File: config.mk
export PLATFORM = sky130hd
export DESIGN_NAME = successive_approx_register
export DESIGN_NICKNAME = d
export VERILOG_FILES = /design/src/core/sar_pkg.sv /design/src/core/sar_stream_if.sv /design/src/core/sar_word_buffer.sv /design/src/core/successive_approx_register.sv
export VERILOG_INCLUDE_DIRS = /design/src /design/src/core
export SDC_FILE = /design/constraint.sdc
export NUM_CORES = 1
export LEC_CHECK = 0
export ABC_AREA = 0
export BUFFER_PORTS_ARGS = -buffer_cell sky130_fd_sc_hd__clkbuf_2
export CORE_ASPECT_RATIO = 0.75
export CORE_MARGIN = 2
export CORE_UTILIZATION = 52
export CTS_CLUSTER_DIAMETER = 150
export DETAILED_ROUTE_END_ITERATION = 10
export GPL_TIMING_DRIVEN = 0
export PLACE_DENSITY_LB_ADDON = 0.25
export SKIP_CTS_REPAIR_TIMING = 1
export SKIP_LAST_GASP = 1
export SYNTH_ARGS = -nofsm -noshare
export SYNTH_HDL_FRONTEND = slang
export SYNTH_SLANG_ARGS = --single-unit
File: constraint.sdc
create_clock -name ref_clk_in -period 1.9 [get_ports ref_clk_in]
set_input_delay 0.475 -clock ref_clk_in [delete_from_list [all_inputs] [get_ports ref_clk_in]]
set_output_delay 0.475 -clock ref_clk_in [all_outputs]
set_load 0.02 [all_outputs]
File: src/core/sar_consts.svh
// Shared constants of the successive-approximation register
`ifndef SAR_CONSTS_SVH
`define SAR_CONSTS_SVH
`define SAR_WIDTH_SHORT 8
`define SAR_WIDTH_LONG  12
`define SAR_BUF_DEPTH   2
`define SAR_PIN_COUNT   3
`define SAR_PIN_START   0
`define SAR_PIN_DATA    1
`define SAR_PIN_EXPAND  2
`define SAR_PIN_IDLE    3'h1
`define SAR_BOTTOM      0
`endif

File: src/core/sar_pkg.sv
// Types shared by the successive-approximation register design
`include "sar_consts.svh"
package sar_pkg;
    typedef enum {VAR_SERIAL8, VAR_EXPAND8, VAR_FULL12} sar_variant_e;
    typedef enum {ST_DONE, ST_CONV} conv_state_e;

    function automatic int width_of(input sar_variant_e v);
        return (v == VAR_FULL12) ? `SAR_WIDTH_LONG : `SAR_WIDTH_SHORT;
    endfunction
endpackage

File: src/core/sar_stream_if.sv
// Valid/ready word stream between the register and its output buffer
`timescale 1ns/1ps
`default_nettype none
interface sar_stream_if #(parameter int W = 12);
    logic         valid;
    logic         ready;
    logic [W-1:0] data;
    modport source (output valid, output data, input ready);
    modport sink   (input valid, input data, output ready);
endinterface
`default_nettype wire

File: src/core/sar_word_buffer.sv
// Two-entry word buffer with valid/ready on both sides
`timescale 1ns/1ps
`default_nettype none
`include "sar_consts.svh"
module sar_word_buffer
    import sar_pkg::*;
#(
    parameter int W = `SAR_WIDTH_LONG
) (
    input  wire logic    ref_clk_in,
    input  wire logic    arst_n_in,
    sar_stream_if.sink   push,
    sar_stream_if.source pop
);
    localparam int PW = $clog2(`SAR_BUF_DEPTH);
    localparam int CW = $clog2(`SAR_BUF_DEPTH + 1);

    logic [W-1:0]  mem      [`SAR_BUF_DEPTH];
    logic [W-1:0]  next_mem [`SAR_BUF_DEPTH];
    logic [PW-1:0] wr_ptr;
    logic [PW-1:0] rd_ptr;
    logic [PW-1:0] next_wr_ptr;
    logic [PW-1:0] next_rd_ptr;
    logic [CW-1:0] count;
    logic [CW-1:0] next_count;
    logic          do_push;
    logic          do_pop;

    assign push.ready = (count != CW'(`SAR_BUF_DEPTH));
    assign pop.valid  = (count != '0);
    assign pop.data   = mem[rd_ptr];

    always_comb begin
        do_push     = push.valid && push.ready;
        do_pop      = pop.valid && pop.ready;
        next_mem    = mem;
        next_wr_ptr = wr_ptr;
        next_rd_ptr = rd_ptr;
        next_count  = count;
        if (do_push) begin
            next_mem[wr_ptr] = push.data;
            next_wr_ptr      = wr_ptr + PW'(1);
        end
        if (do_pop) begin
            next_rd_ptr = rd_ptr + PW'(1);
        end
        // Simultaneous push and pop leaves the fill level alone
        if (do_push && !do_pop) begin
            next_count = count + CW'(1);
        end else if (do_pop && !do_push) begin
            next_count = count - CW'(1);
        end
    end

    always_ff @(posedge ref_clk_in or negedge arst_n_in) begin
        if (!arst_n_in) begin
            for (int i = 0; i < `SAR_BUF_DEPTH; i++) begin
                mem[i] <= '0;
            end
            wr_ptr <= '0;
            rd_ptr <= '0;
            count  <= '0;
        end else begin
            mem    <= next_mem;
            wr_ptr <= next_wr_ptr;
            rd_ptr <= next_rd_ptr;
            count  <= next_count;
        end
    end
endmodule
`default_nettype wire

File: src/core/successive_approx_register.sv
// Successive-approximation control register with buffered result stream
`timescale 1ns/1ps
`default_nettype none
`include "sar_consts.svh"
module successive_approx_register
    import sar_pkg::*;
#(
    parameter sar_variant_e VARIANT = VAR_FULL12,
    localparam int          W       = width_of(VARIANT)
) (
    input  wire logic         ref_clk_in,
    input  wire logic         arst_n_in,
    input  wire logic         start_n_in,
    input  wire logic         data_in,
    input  wire logic         expand_n_in,
    output logic [W-1:0]      result_out,
    output logic              top_bit_out,
    output logic              top_bit_n_out,
    output logic              bottom_bit_out,
    output logic              serial_out,
    output logic              finish_n_out,
    output logic [W-1:0]      word_data_out,
    output logic              word_valid_out,
    input  wire logic         word_ready_in
);
    localparam int   IW         = $clog2(W);
    localparam logic HAS_EXPAND = (VARIANT != VAR_SERIAL8);
    localparam logic HAS_SERIAL = (VARIANT != VAR_EXPAND8);

    // Pin synchroniser
    logic [`SAR_PIN_COUNT-1:0] pin_meta;
    logic [`SAR_PIN_COUNT-1:0] pin_sync;
    logic [`SAR_PIN_COUNT-1:0] next_pin_meta;

    always_comb begin
        next_pin_meta = {expand_n_in, data_in, start_n_in};
    end

    always_ff @(posedge ref_clk_in or negedge arst_n_in) begin
        if (!arst_n_in) begin
            pin_meta <= `SAR_PIN_IDLE;
            pin_sync <= `SAR_PIN_IDLE;
        end else begin
            pin_meta <= next_pin_meta;
            pin_sync <= pin_meta;
        end
    end

    // Master stage on the falling edge
    logic m_start_n;
    logic m_data;
    logic m_expand_n;
    logic next_m_start_n;
    logic next_m_data;
    logic next_m_expand_n;

    always_comb begin
        next_m_start_n  = pin_sync[`SAR_PIN_START];
        next_m_data     = pin_sync[`SAR_PIN_DATA];
        // Expansion pin is absent on the serial 8-bit variant
        next_m_expand_n = HAS_EXPAND ? pin_sync[`SAR_PIN_EXPAND] : 1'b0;
    end

    // Half-cycle apart stages stand in for the non-overlapping phases
    always_ff @(negedge ref_clk_in or negedge arst_n_in) begin
        if (!arst_n_in) begin
            m_start_n  <= 1'b1;
            m_data     <= 1'b0;
            m_expand_n <= 1'b0;
        end else begin
            m_start_n  <= next_m_start_n;
            m_data     <= next_m_data;
            m_expand_n <= next_m_expand_n;
        end
    end

    // Slave stage on the rising edge
    conv_state_e   state;
    conv_state_e   next_state;
    logic [IW-1:0] idx;
    logic [IW-1:0] next_idx;
    logic [W-1:0]  bits;
    logic [W-1:0]  next_bits;
    logic [W-1:0]  par;
    logic [W-1:0]  next_par;
    logic          serial;
    logic          next_serial;
    logic          finish_n;
    logic          next_finish_n;
    logic          expand_hold;
    logic          at_bottom;
    logic          buf_ready;

    sar_stream_if #(.W(W)) push_if ();
    sar_stream_if #(.W(W)) pop_if ();

    assign expand_hold = m_expand_n;
    assign at_bottom   = (idx == IW'(`SAR_BOTTOM));
    assign buf_ready   = push_if.ready;

    // Last bit waits while the buffer is full, so no word is dropped
    assign push_if.valid = m_start_n && (state == ST_CONV) && !expand_hold && at_bottom;
    assign push_if.data  = {bits[W-1:1], m_data};

    always_comb begin
        next_state    = state;
        next_idx      = idx;
        next_bits     = bits;
        next_finish_n = finish_n;
        if (!m_start_n) begin
            next_bits     = {1'b0, {(W-1){1'b1}}};
            next_idx      = IW'(W - 1);
            next_state    = ST_CONV;
            next_finish_n = 1'b1;
        end else if (state == ST_CONV && !expand_hold) begin
            if (at_bottom) begin
                if (buf_ready) begin
                    next_bits[idx] = m_data;
                    next_state     = ST_DONE;
                    next_finish_n  = 1'b0;
                end
            end else begin
                next_bits[idx]            = m_data;
                next_bits[idx - IW'(1)]   = 1'b0;
                next_idx                  = idx - IW'(1);
            end
        end
        next_par         = next_bits;
        next_par[W-1]    = next_bits[W-1] | expand_hold;
        next_serial      = HAS_SERIAL ? m_data : 1'b0;
    end

    always_ff @(posedge ref_clk_in or negedge arst_n_in) begin
        if (!arst_n_in) begin
            state    <= ST_DONE;
            idx      <= '0;
            bits     <= '1;
            par      <= '1;
            serial   <= 1'b0;
            finish_n <= 1'b0;
        end else begin
            state    <= next_state;
            idx      <= next_idx;
            bits     <= next_bits;
            par      <= next_par;
            serial   <= next_serial;
            finish_n <= next_finish_n;
        end
    end

    sar_word_buffer #(.W(W)) word_buffer (
        .ref_clk_in (ref_clk_in),
        .arst_n_in  (arst_n_in),
        .push       (push_if.sink),
        .pop        (pop_if.source)
    );

    assign pop_if.ready   = word_ready_in;
    assign word_data_out  = pop_if.data;
    assign word_valid_out = pop_if.valid;

    assign result_out     = par;
    assign top_bit_out    = par[W-1];
    assign top_bit_n_out  = ~par[W-1];
    assign bottom_bit_out = par[`SAR_BOTTOM];
    assign serial_out     = serial;
    assign finish_n_out   = finish_n;

    // Checks
    start_load_a: assert property (
        @(posedge ref_clk_in) disable iff (!arst_n_in)
        !m_start_n |=> (bits == {1'b0, {(W-1){1'b1}}}) && (idx == IW'(W - 1)))
        else $error("start did not load the trial pattern");

    finish_set_a: assert property (
        @(posedge ref_clk_in) disable iff (!arst_n_in)
        !m_start_n |=> finish_n_out && state == ST_CONV)
        else $error("start did not raise conversion complete");

    capture_bit_a: assert property (
        @(posedge ref_clk_in) disable iff (!arst_n_in)
        (m_start_n && state == ST_CONV && !expand_hold && !at_bottom)
        |=> bits[$past(idx)] == $past(m_data))
        else $error("data not stored into trial bit");

    next_low_a: assert property (
        @(posedge ref_clk_in) disable iff (!arst_n_in)
        (m_start_n && state == ST_CONV && !expand_hold && !at_bottom)
        |=> !bits[$past(idx) - IW'(1)] && idx == $past(idx) - IW'(1))
        else $error("next bit not pulled low");

    first_step_a: assert property (
        @(posedge ref_clk_in) disable iff (!arst_n_in)
        (!m_start_n ##1 (m_start_n && !expand_hold))
        |=> result_out[W-1] == $past(m_data) && !result_out[W-2])
        else $error("first step after start wrong");

    done_hold_a: assert property (
        @(posedge ref_clk_in) disable iff (!arst_n_in)
        (state == ST_DONE && m_start_n && !expand_hold) ##1 (m_start_n && !expand_hold)
        |=> $stable(result_out) && !finish_n_out)
        else $error("outputs moved after completion");

    finish_span_a: assert property (
        @(posedge ref_clk_in) disable iff (!arst_n_in)
        finish_n_out == (state == ST_CONV))
        else $error("conversion complete does not track conversion");

    expand_top_a: assert property (
        @(posedge ref_clk_in) disable iff (!arst_n_in)
        (expand_hold && m_start_n) |=> top_bit_out && $stable(idx) && $stable(finish_n_out))
        else $error("expansion hold not honoured");

    serial_delay_a: assert property (
        @(posedge ref_clk_in) disable iff (!arst_n_in)
        HAS_SERIAL |-> ##1 serial_out == $past(m_data))
        else $error("serial output not one period late");

    complement_a: assert property (
        @(posedge ref_clk_in) disable iff (!arst_n_in)
        top_bit_n_out != top_bit_out)
        else $error("complement output wrong");
endmodule
`default_nettype wire

* Word level (Yosys, flattened, before mapping)
Index checks and enable logic that the tools add are counted.
** Word-level totals
- Flip-flop bits (word level) :: 99
- Input port bits :: 6
- Word-level logic and storage cells :: 87
** Cells by class
- $add $sub $neg :: 5
- Magnitude comparators :: 7
- Equality and inequality tests :: 6
- Multiplexer cells :: 28
- Bitwise operators :: 6
- Reductions and logical operators :: 19
** Operator list (number)
- $mux 32 :: 4
- $mux 12 :: 8
- $eq 32x2->1 const B :: 1
- $bwmux 24 :: 1
- $and 12x12->12 :: 1
- $bwmux 12 :: 1
- $demux 12 s1 :: 1
- $mux 4 :: 3
- $not 12->12 :: 1
- $logic_and 1x1->1 :: 11
- $lt 4x5->1 const B :: 2
- $demux 1 s4 :: 2
- $ge 4x1->1 const B :: 2
- $mux 1 :: 6
- $ne 2x1->1 const B :: 3
- $ge 2x2->1 const B :: 2
- $logic_not 4->1 :: 1
- $mux 2 :: 2
- $ne 2x2->1 const B :: 2
- $not 1->2 :: 2
- $reduce_bool 2->1 :: 2
- $sub 4x1->4 const B :: 1
- $logic_not 1->1 :: 3
- $reduce_and 3->1 :: 1
- 7 further kinds :: 8

* Logic depth before layout (Yosys ltp)
Gate-level depths: netlist (run 1).
- Depth after elaboration :: 11
- Depth in mapped cells :: 8
- Mapped depth without buffers :: 8

* Cells and area by module
From an unflattened synthesis (run 1), not the netlist that was laid out.
** Second synthesis, totals
- Cells, all modules :: 245
- Area total of the unflattened synthesis :: 2912.8 um^2
** Modules (own cells, without submodules)
- successive_approx_register :: instances 1, cells each 165, area an instance 1580.3 um^2, sequential area each 720.7 um^2
- sar_word_buffer :: instances 1, cells each 80, area an instance 1332.5 um^2, sequential area each 700.7 um^2

==> results of run 1 <==
placed cells by master (no fill, tap or decap), drive strengths merged, types with 3 or more instances in the layout:
| cell type | synthesis | final |
|---|---|---|
| xor2 | 3 | 3 |
| buf | 17 | 35 |
| nand2b | 4 | 4 |
| nand2 | 21 | 21 |
| a21oi | 9 | 9 |
| xnor2 | 3 | 3 |
| a22oi | 10 | 10 |
| a32oi | 3 | 3 |
| clkbuf | 8 | 46 |
| nor2b | 11 | 11 |
| nand3 | 4 | 4 |
| inv | 5 | 6 |
| mux2 | 37 | 37 |
| dfstp | 16 | 16 |
| a41oi | 3 | 3 |
| nor2 | 9 | 9 |
| dfrtp | 38 | 38 |
| ha | 7 | 7 |
| o21ai | 9 | 9 |
power by group through the flow:
stage / sequential [mW] / combinational (mW) / clock, mW
floorplan: 1.35 / 0.354 / 0.00659
detailed placement: 1.37 / 0.499 / 0.00659
finish: 1.35 / 0.577 / 0.715
CTS: 1.35 / 0.506 / 0.725
global route: 1.36 / 0.630 / 0.778
global placement: 1.37 / 0.493 / 0.00659
layout make-up:
class | count | area share (%)
clock inverter | 3 | 0.356
multi-input combinational | 162 | 39.5
buffer | 24 | 5.16
clock buffer | 6 | 2.67
inverter | 4 | 0.427
timing repair buffer | 51 | 8.79
tap | 75 | 2.67
sequential | 56 | 40.4
sequential cells by signal, indices dropped and copies added, names as in the netlist:
signal and flops:
pin_sync 3, result_out 12, m_data 1, expand_hold 1, pin_meta 3, serial_out 1
m_start_n 1, word_buffer.mem 24, idx 4, word_buffer.count 2, word_buffer.wr_ptr 1, word_buffer.rd_ptr 1
finish_n_out 1, bits 1
worst max-delay path by stage:
stage          cells past startpoint  slack (ns)                  end       from
2_1_floorplan                      6       -0.73  word_buffer.mem[10]  m_start_n
3_3_place_gp                       6        -1.0   word_buffer.mem[1]  m_start_n
3_5_place_dp                       6        -1.0   word_buffer.mem[8]  m_start_n
4_1_cts                            6       -1.05   word_buffer.mem[3]  m_start_n
5_1_grt                            6       -1.11   word_buffer.mem[2]  m_start_n
6_report                           6       -1.06   word_buffer.mem[1]  m_start_n
cells by family (layout without fill, tap and decap cells):
group	after synthesis	in the layout
AND/OR/NAND/NOR	66	66
AO/OA/AOI/OAI	44	44
flip-flops	56	56
XOR/XNOR	6	6
adder cells (fa/ha/maj)	7	7
buffers and inverters	30	88
multiplexers	39	39
Yosys cell counts (3+ instances only):
cell type / count / area share [%]
dfstp_2: 16 / 15
nand3_1: 4 / 0.69
a41oi_1: 3 / 0.91
inv_1: 5 / 0.65
xnor2_1: 3 / 0.91
nor2_1: 9 / 1.2
nor2b_1: 11 / 2.4
nand2b_1: 4 / 0.87
nand2_1: 20 / 2.6
clkbuf_1: 8 / 1.0
mux2_2: 27 / 11
buf_4: 13 / 3.4
xor2_1: 3 / 0.91
o21ai_0: 9 / 1.6
a21oi_1: 9 / 1.6
a32oi_1: 3 / 0.91
mux2_4: 10 / 5.2
ha_1: 7 / 3.0
dfrtp_1: 38 / 33
a22oi_1: 10 / 2.6
per-layer routing:
| metal | global-route usage [%] | vias up |
|---|---|---|
| met1 | 31.2 | 1034 |
| met5 | 0 | - |
| met2 | 33.4 | 55 |
| met4 | 5.19 | 0 |
| met3 | 3.59 | 6 |
| li1 | - | 988 |
critical path, cell delays in order, from the launching register on:
cell and delay [ns]:
dfstp_2 0.52, buf_6 0.10, nand3b_1 0.23, nor3_4 0.39
nand2_4 0.13, buf_12 0.17, mux2_4 0.29
==> impl_metrics.csv, run 1 <==
group,metric,value,unit
layout,final_nets,318,
synth,synth-simple-area-share,13.3,%
sta,finalSetupViolations,45,
layout,finish.utilization,65.7,%
layout,nFillCells,449,
floorplan,start_util,54.0,%
sta,rsz0062_at_grt,"true",
floorplan,coreArea,5350,sq um
critical_path,start_kind,"register",
pwr,internal-power,1.87,mW
layout,drive_above_1_share,47.7,%
place,routabilityCongestion,0.926,
layout,final_cell_area,3510,sq um
synth,synth_area,2890,sq um
detailed_routing,top_layer_used,"met4",
detailed_routing,vias,2083,
critical_path,timing.rr.end,"word_buffer.mem[1]",
detailed_routing,drtIter0Drc,131,
pwr,seqPwrFrac,51.1,%
floorplan,die_area,6170,sq um
clocking,clk_latency,0.36,ns
layout,antenna_cells,0,
grt,grt_max_degree,57,
grt,antenna_found_initial,0,
clocking,cts_tree,"built",
floorplan,die_h,68.5,um
pwr,total_power,2.64,mW
detailed_routing,viasPerCell,5.47,
sta,worst_hold_slack,0.195,ns
synth,async_reset_ff_share,100,%
detailed_routing,drtAntennaViolNets,0,
critical_path,end_kind,"register",
floorplan,dieWidth,90.1,um
status,violations,"setup timing",
synth,synth-adder-area-share,3.03,%
sta,finalWorstSetupSlack,-1.06,ns
synth,yosys_warnings,0,
sta,hold_violations,0,
detailed_routing,firstDrtPassIters,4,
clocking,clkTransAtPathRegs,0.10,ns
detailed_routing,wl_per_cell,16.5,um
layout,seq_area,1420,sq um
grt,grt_pass1_vias,1920,
detailed_routing,wl_met1,3150,um
status,outcome,"complete, but fails checks",
synth,synth_area_per_cell,11.6,sq um
sta,drv_slew,0,
layout,final_cells,381,
layout,syn_to_final_growth,21.7,%
pwr,irDropWorstVdd,0.533,mV
pwr,combPwrFrac,21.9,%
synth,synthXorXnorAreaFrac,1.82,%
synth,synth_edf_count,0,
place,dp_hpwl,4280,um
pwr,switchingPower,0.770,mW
floorplan,io_pins,36,
sta,finalSetupTns,-33.92,ns
critical_path,r2r-start,"m_start_n",
clocking,cts_buffers,5,
synth,syn_inst,248,
synth,yosys-mux-area-fraction,16.4,%
sta,slew_headroom,41.9,%
detailed_routing,remaining_drc_errors,0,
clocking,cts-root-buf,"clkbuf_8",
critical_path,path_max_fanout,10,
pwr,p_sw_share,29.2,%
pwr,clkPwrFrac,27.1,%
synth,synth_top_family_by_area,"multiplexers",
synth,ys_seq_area_share,49.2,%
critical_path,r2r_cells,6,
synth,syn-num-nets,261,
critical_path,crit_required,2.10,ns
clocking,htree_levels,2,
grt,track_usage,21.2,%
layout,multiInputGateArea,1390,sq um
grt,grt_pass1_wl,10100,um
clocking,cts_buffer_depth,2,
detailed_routing,wl_met3,288,um
detailed_routing,met2WireLength,2810,um
place,dp_slack,-0.996,ns
pwr,leakage,1.69,nW
grt,overflow,0,
synth,synth_compound_area_share,10.3,%
clocking,numClockSinks,56,
detailed_routing,drt_wl_total,6290,um
synth,synth_ff_type,"dfrtp_1",
synth,synth.distinct_cells,45,
place,portBuffers,35,
sta,fin_skew,0.0634,ns
run,cap_violations,0,
place,dp.cells,358,
floorplan,num_rows,23,
pwr,power_density,751,nW/um^2
critical_path,crit_type,"reg -> reg",
place,dpl-instance-area,3210,sq um
synth,synth_seq_cells,56,
sta,tightest_slew,0.859,ns
worst_hold_path,hold_path.class,"in -> async",
critical_path,arrival,3.15,ns
critical_path,ff2ff_setup_slack,-1.06,ns
Power figures use the tool's default switching activity.
==> inputs of run 2 (changes only) <==
==> constraint.sdc (replaced) <==
create_clock -name ref_clk_in -period 2.37 [get_ports ref_clk_in]
set_input_delay 0.5925 -clock ref_clk_in [delete_from_list [all_inputs] [get_ports ref_clk_in]]
set_output_delay 0.5925 -clock ref_clk_in [all_outputs]
set_load 0.02 [all_outputs]
==> run 2 against run 1 <==
  * Total power decreased by 19%
  * Largest power group unchanged
  * Register-to-register slack better by 0.30 ns
  * Non-clock buffer count is 2 lower
  * The run still ends with setup timing left
  * Global-route usage decreased by 0.53 points
  * Sequential cell count unchanged
  * Critical endpoint is now word_buffer.mem[3]
  * Sequential power decreased by 16%
  * Combinational power fell by 34%
==> impl_metrics.csv, run 2 (synthesized netlist as in run 1, its figures left out) <==
group,metric,value,unit
status,outcome,"complete, but fails checks",
status,violations,"setup timing",
layout,final_cell_area,3510,sq um
sta,fin_skew,0.0660,ns
clocking,cts_tree,"built",
detailed_routing,wl_per_cell,16.6,um
floorplan,io_pins,36,
run,cap_violations,0,
place,dp_slack,-0.721,ns
clocking,cts-root-buf,"clkbuf_8",
grt,antenna_found_initial,0,
detailed_routing,drtAntennaViolNets,0,
worst_hold_path,hold_path.class,"in -> async",
detailed_routing,drt_wl_total,6290,um
critical_path,cp.depth,6,
layout,final_cells,379,
layout,final_nets,316,
clocking,clkTransAtPathRegs,0.09,ns
place,dp_hpwl,4180,um
detailed_routing,viasPerCell,5.44,
layout,largest_reg_flops,24,
floorplan,die_h,68.5,um
layout,seq_area,1420,sq um
clocking,cts_buffer_depth,2,
detailed_routing,firstDrtPassIters,4,
sta,finalSetupViolations,45,
grt,grt_max_degree,57,
detailed_routing,vias,2062,
sta,rsz0062_at_grt,"true",
layout,final_cell_mix,"dfrtp_1 (38), clkbuf_2 (34), buf_4 (24)",
critical_path,path_max_fanout,10,
critical_path,end_kind,"register",
layout,top_register,"word_buffer.mem",
critical_path,max_stage_delay,0.52,ns
floorplan,coreArea,5350,sq um
critical_path,arrival,3.31,ns
layout,drive_above_1_share,48.0,%
clocking,cts_buffers,5,
grt,grt_pass1_vias,1980,
clocking,clk_latency,0.36,ns
clocking,numClockSinks,56,
layout,final_common_cell,"dfrtp_1",
pwr,leakage,1.68,nW
critical_path,crit_path_top_delay_cell,"dfstp_2",
sta,hold_violations,0,
floorplan,dieWidth,90.1,um
place,dp.cells,358,
detailed_routing,drtIter0Drc,129,
pwr,irDropWorstVdd,0.412,mV
detailed_routing,remaining_drc_errors,0,
critical_path,r2r_cells,6,
place,routabilityCongestion,0.916,
place,portBuffers,35,
clocking,htree_levels,2,
layout,multiInputGateArea,1390,sq um
critical_path,start_kind,"register",
grt,track_usage,20.7,%
critical_path,crit_family,"simple AND/OR/NAND/NOR gates",
critical_path,crit_required,2.56,ns
sta,worst_hold_slack,0.301,ns
critical_path,crit_type,"reg -> reg",
critical_path,crit_chain,"buf_6 -> nand3b_1 -> nor3_4 -> nand2_4 -> buf_12 -> mux2_4",
layout,syn_to_final_growth,21.6,%
pwr,power_density,612,nW/um^2
grt,overflow,0,
layout,antenna_cells,0,
sta,finalWorstSetupSlack,-0.753,ns
layout,nFillCells,445,
layout,finish.utilization,65.6,%
floorplan,start_util,54.0,%
floorplan,num_rows,23,
critical_path,critPathBufInv,2,
place,dpl-instance-area,3200,sq um
sta,slew_headroom,38.1,%
sta,drv_slew,0,
grt,grt_pass1_wl,9920,um
sta,tightest_slew,0.916,ns
floorplan,die_area,6170,sq um
[run 2: stage by stage]
stage	total power [mW]	TNS, ns
after global placement	1.50	-22.20
after floorplan	1.37	-12.29
after detailed placement	1.50	-22.67
after CTS	2.14	-24.31
final	2.15	-22.13
after global routing	2.26	-25.82
[run 2: final cells by class]
cell class	count	area share [%]
clock buffer	6	2.35
clock inverter	3	1.07
sequential	56	40.5
buffer	23	4.77
tap	75	2.67
inverter	4	0.428
multi-input combinational	162	39.4
timing repair buffer	50	8.80
[run 2: routing by layer]
layer / up-vias / track usage (%) / wire length, um
li1: 980 / - / -
met1: 995 / 29.0 / 2910
met2: 81 / 32.4 / 2890
met3: 6 / 4.89 / 431
met4: 0 / 6.73 / 57
met5: - / 0 / 0
[run 2: path summary, 6_finish.rpt]
check	to	slack (ns)	start
max reg2reg	word_buffer.mem[3]	-0.75	m_start_n
min	word_buffer.mem[11]	0.30	arst_n_in
max	word_buffer.mem[3]	-0.75	m_start_n
min reg2reg	pin_sync[1]	0.35	pin_meta[1]
min in group ref_clk_in	pin_sync[1]	0.35	pin_meta[1]
max in group asynchronous	m_start_n	0.48	arst_n_in
[run 2: power by group]
| group | internal [mW] | leakage [nW] | switching (mW) | total, mW |
|---|---|---|---|---|
| Combinational | 0.174 | 0.930 | 0.209 | 0.383 |
| Sequential | 1.02 | 0.686 | 0.107 | 1.13 |
| Clock | 0.343 | 0.0642 | 0.297 | 0.640 |
[run 2: worst reg2reg max path: stages (launching register included)]
cell and delay [ns]:
dfstp_2 0.52, buf_6 0.10, nand3b_1 0.22, nor3_4 0.33
nand2_4 0.12, buf_12 0.18, mux2_4 0.30
==> inputs of run 3 (changes only) <==
--- a/config.mk
+++ b/config.mk
@@ -9,7 +9,6 @@
 export ABC_AREA = 0
 export BUFFER_PORTS_ARGS = -buffer_cell sky130_fd_sc_hd__clkbuf_2
 export CORE_ASPECT_RATIO = 0.75
-export CORE_MARGIN = 2
 export CORE_UTILIZATION = 52
 export CTS_CLUSTER_DIAMETER = 150
 export DETAILED_ROUTE_END_ITERATION = 10
==> run 3 against run 2 <==
  * Clock skew decreased by 0.012 ns
  * Combinational power about the same
  * The run still ends with setup timing left
  * Via count increased by 0.48%
  * Global-route usage increased by 0.60 points
  * Critical path depth unchanged
  * Setup slack got worse by 0.054 ns
  * Largest cell class unchanged
  * Worst hold slack improved by 0.0030 ns
==> impl_metrics.csv, run 3 (synthesized netlist as in run 1, its figures left out) <==
group,metric,value,unit
pwr,irDropWorstVdd,0.464,mV
place,routabilityCongestion,0.894,
grt,track_usage,21.3,%
critical_path,path_max_fanout,10,
layout,syn_to_final_growth,21.1,%
status,outcome,"complete, but fails checks",
detailed_routing,viasPerCell,5.48,
status,violations,"setup timing",
pwr,switchingPower,0.609,mW
place,dp_hpwl,4080,um
sta,finalSetupViolations,43,
place,dpl-instance-area,3200,sq um
detailed_routing,vias,2072,
sta,slew_headroom,38.0,%
layout,antenna_cells,0,
detailed_routing,drtAntennaViolNets,0,
layout,nFillCells,424,
floorplan,dieWidth,88.1,um
clocking,cts-root-buf,"clkbuf_8",
place,dp_slack,-0.736,ns
critical_path,arrival,3.37,ns
grt,grt_pass1_wl,9310,um
detailed_routing,drtIter0Drc,153,
layout,seq_area,1420,sq um
sta,finalWorstSetupSlack,-0.808,ns
sta,fin_skew,0.0541,ns
floorplan,io_pins,36,
sta,drv_slew,0,
clocking,cts_buffer_depth,2,
critical_path,max_stage_delay,0.51,ns
layout,final_nets,315,
place,portBuffers,35,
pwr,power_density,614,nW/um^2
layout,final_cells,378,
critical_path,start_kind,"register",
critical_path,crit_family,"simple AND/OR/NAND/NOR gates",
critical_path,crit_chain,"buf_6 -> nand3b_1 -> nor3_4 -> nand2_4 -> buf_12 -> mux2_4",
critical_path,critPathBufInv,2,
floorplan,coreArea,5350,sq um
critical_path,end_kind,"register",
pwr,p_sw_share,28.4,%
clocking,numClockSinks,56,
detailed_routing,drt_wl_total,6160,um
sta,tightest_slew,0.917,ns
detailed_routing,remaining_drc_errors,0,
sta,rsz0062_at_grt,"true",
clocking,clkTransAtPathRegs,0.09,ns
layout,drive_above_1_share,47.5,%
pwr,internal-power,1.54,mW
floorplan,num_rows,23,
worst_hold_path,hold_path.class,"in -> async",
detailed_routing,wl_per_cell,16.3,um
detailed_routing,firstDrtPassIters,5,
sta,hold_violations,0,
grt,overflow,0,
pwr,clkPwrFrac,30.0,%
critical_path,cp-startpoint,"m_start_n",
clocking,clk_latency,0.35,ns
layout,top_register,"word_buffer.mem",
pwr,seqPwrFrac,52.3,%
critical_path,r2r-start,"m_start_n",
clocking,cts_tree,"built",
critical_path,crit_type,"reg -> reg",
floorplan,die_h,66.5,um
layout,final_cell_area,3500,sq um
layout,final_cell_mix,"dfrtp_1 (38), clkbuf_2 (35), buf_4 (23)",
critical_path,crit_required,2.56,ns
layout,largest_reg_flops,24,
run,cap_violations,0,
grt,antenna_found_initial,0,
place,dp.cells,358,
grt,grt_max_degree,57,
pwr,leakage,1.67,nW
layout,multiInputGateArea,1380,sq um
clocking,htree_levels,2,
critical_path,crit_path_top_delay_cell,"dfstp_2",
floorplan,start_util,54.0,%
grt,grt_pass1_vias,1845,
layout,final_common_cell,"dfrtp_1",
clocking,cts_buffers,5,
floorplan,die_area,5860,sq um
pwr,combPwrFrac,17.7,%
pwr,total_power,2.15,mW
run 3: worst register-to-register path, delay by kind of cell (launching register included):
kind                   cells  cell delay [ns]
AND/OR/NAND/NOR            3             0.74
flip-flops                 1             0.51
multiplexers               1             0.30
buffers and inverters      2             0.27
run 3: final cells by class:
cell class | count | share of cell area (%)
inverter | 4 | 0.429
clock buffer | 6 | 2.36
tap | 75 | 2.68
multi-input combinational | 162 | 39.5
sequential | 56 | 40.6
buffer | 23 | 4.72
timing repair buffer | 49 | 8.62
clock inverter | 3 | 1.07
run 3: per-stage QoR:
step	hold WS, ns	TNS [ns]	utilization (%)
finish	0.304	-23.26	65.3
global route	0.359	-25.12	65.3
CTS	0.358	-24.26	61.9
detailed placement	0.336	-22.64	59.8
global placement	0.333	-21.87	59.8
floorplan	0.297	-12.29	-
run 3: worst paths after layout:
check,endpoint,slack (ns),depth (start not counted)
max,word_buffer.mem[2],-0.81,6
min,word_buffer.mem[11],0.30,1
max reg2reg,word_buffer.mem[2],-0.81,6
min reg2reg,pin_sync[2],0.35,0
max in group asynchronous,m_start_n,0.51,1
min in group ref_clk_in,pin_sync[2],0.35,0
run 3: layer usage:
metal | up-vias | wire, um | global-route usage, %
li1 | 972 | - | -
met3 | 11 | 460 | 6.20
met1 | 1010 | 2900 | 31.3
met5 | - | 0 | 0
met4 | 0 | 83 | 4.44
met2 | 79 | 2720 | 31.3
run 3: power by group through the flow:
stage | clock (mW) | sequential, mW | combinational (mW)
floorplan | 0.00528 | 1.09 | 0.284
global placement | 0.00528 | 1.10 | 0.390
detailed placement | 0.00528 | 1.10 | 0.396
CTS | 0.656 | 1.09 | 0.399
global route | 0.692 | 1.13 | 0.416
finish | 0.644 | 1.12 | 0.380
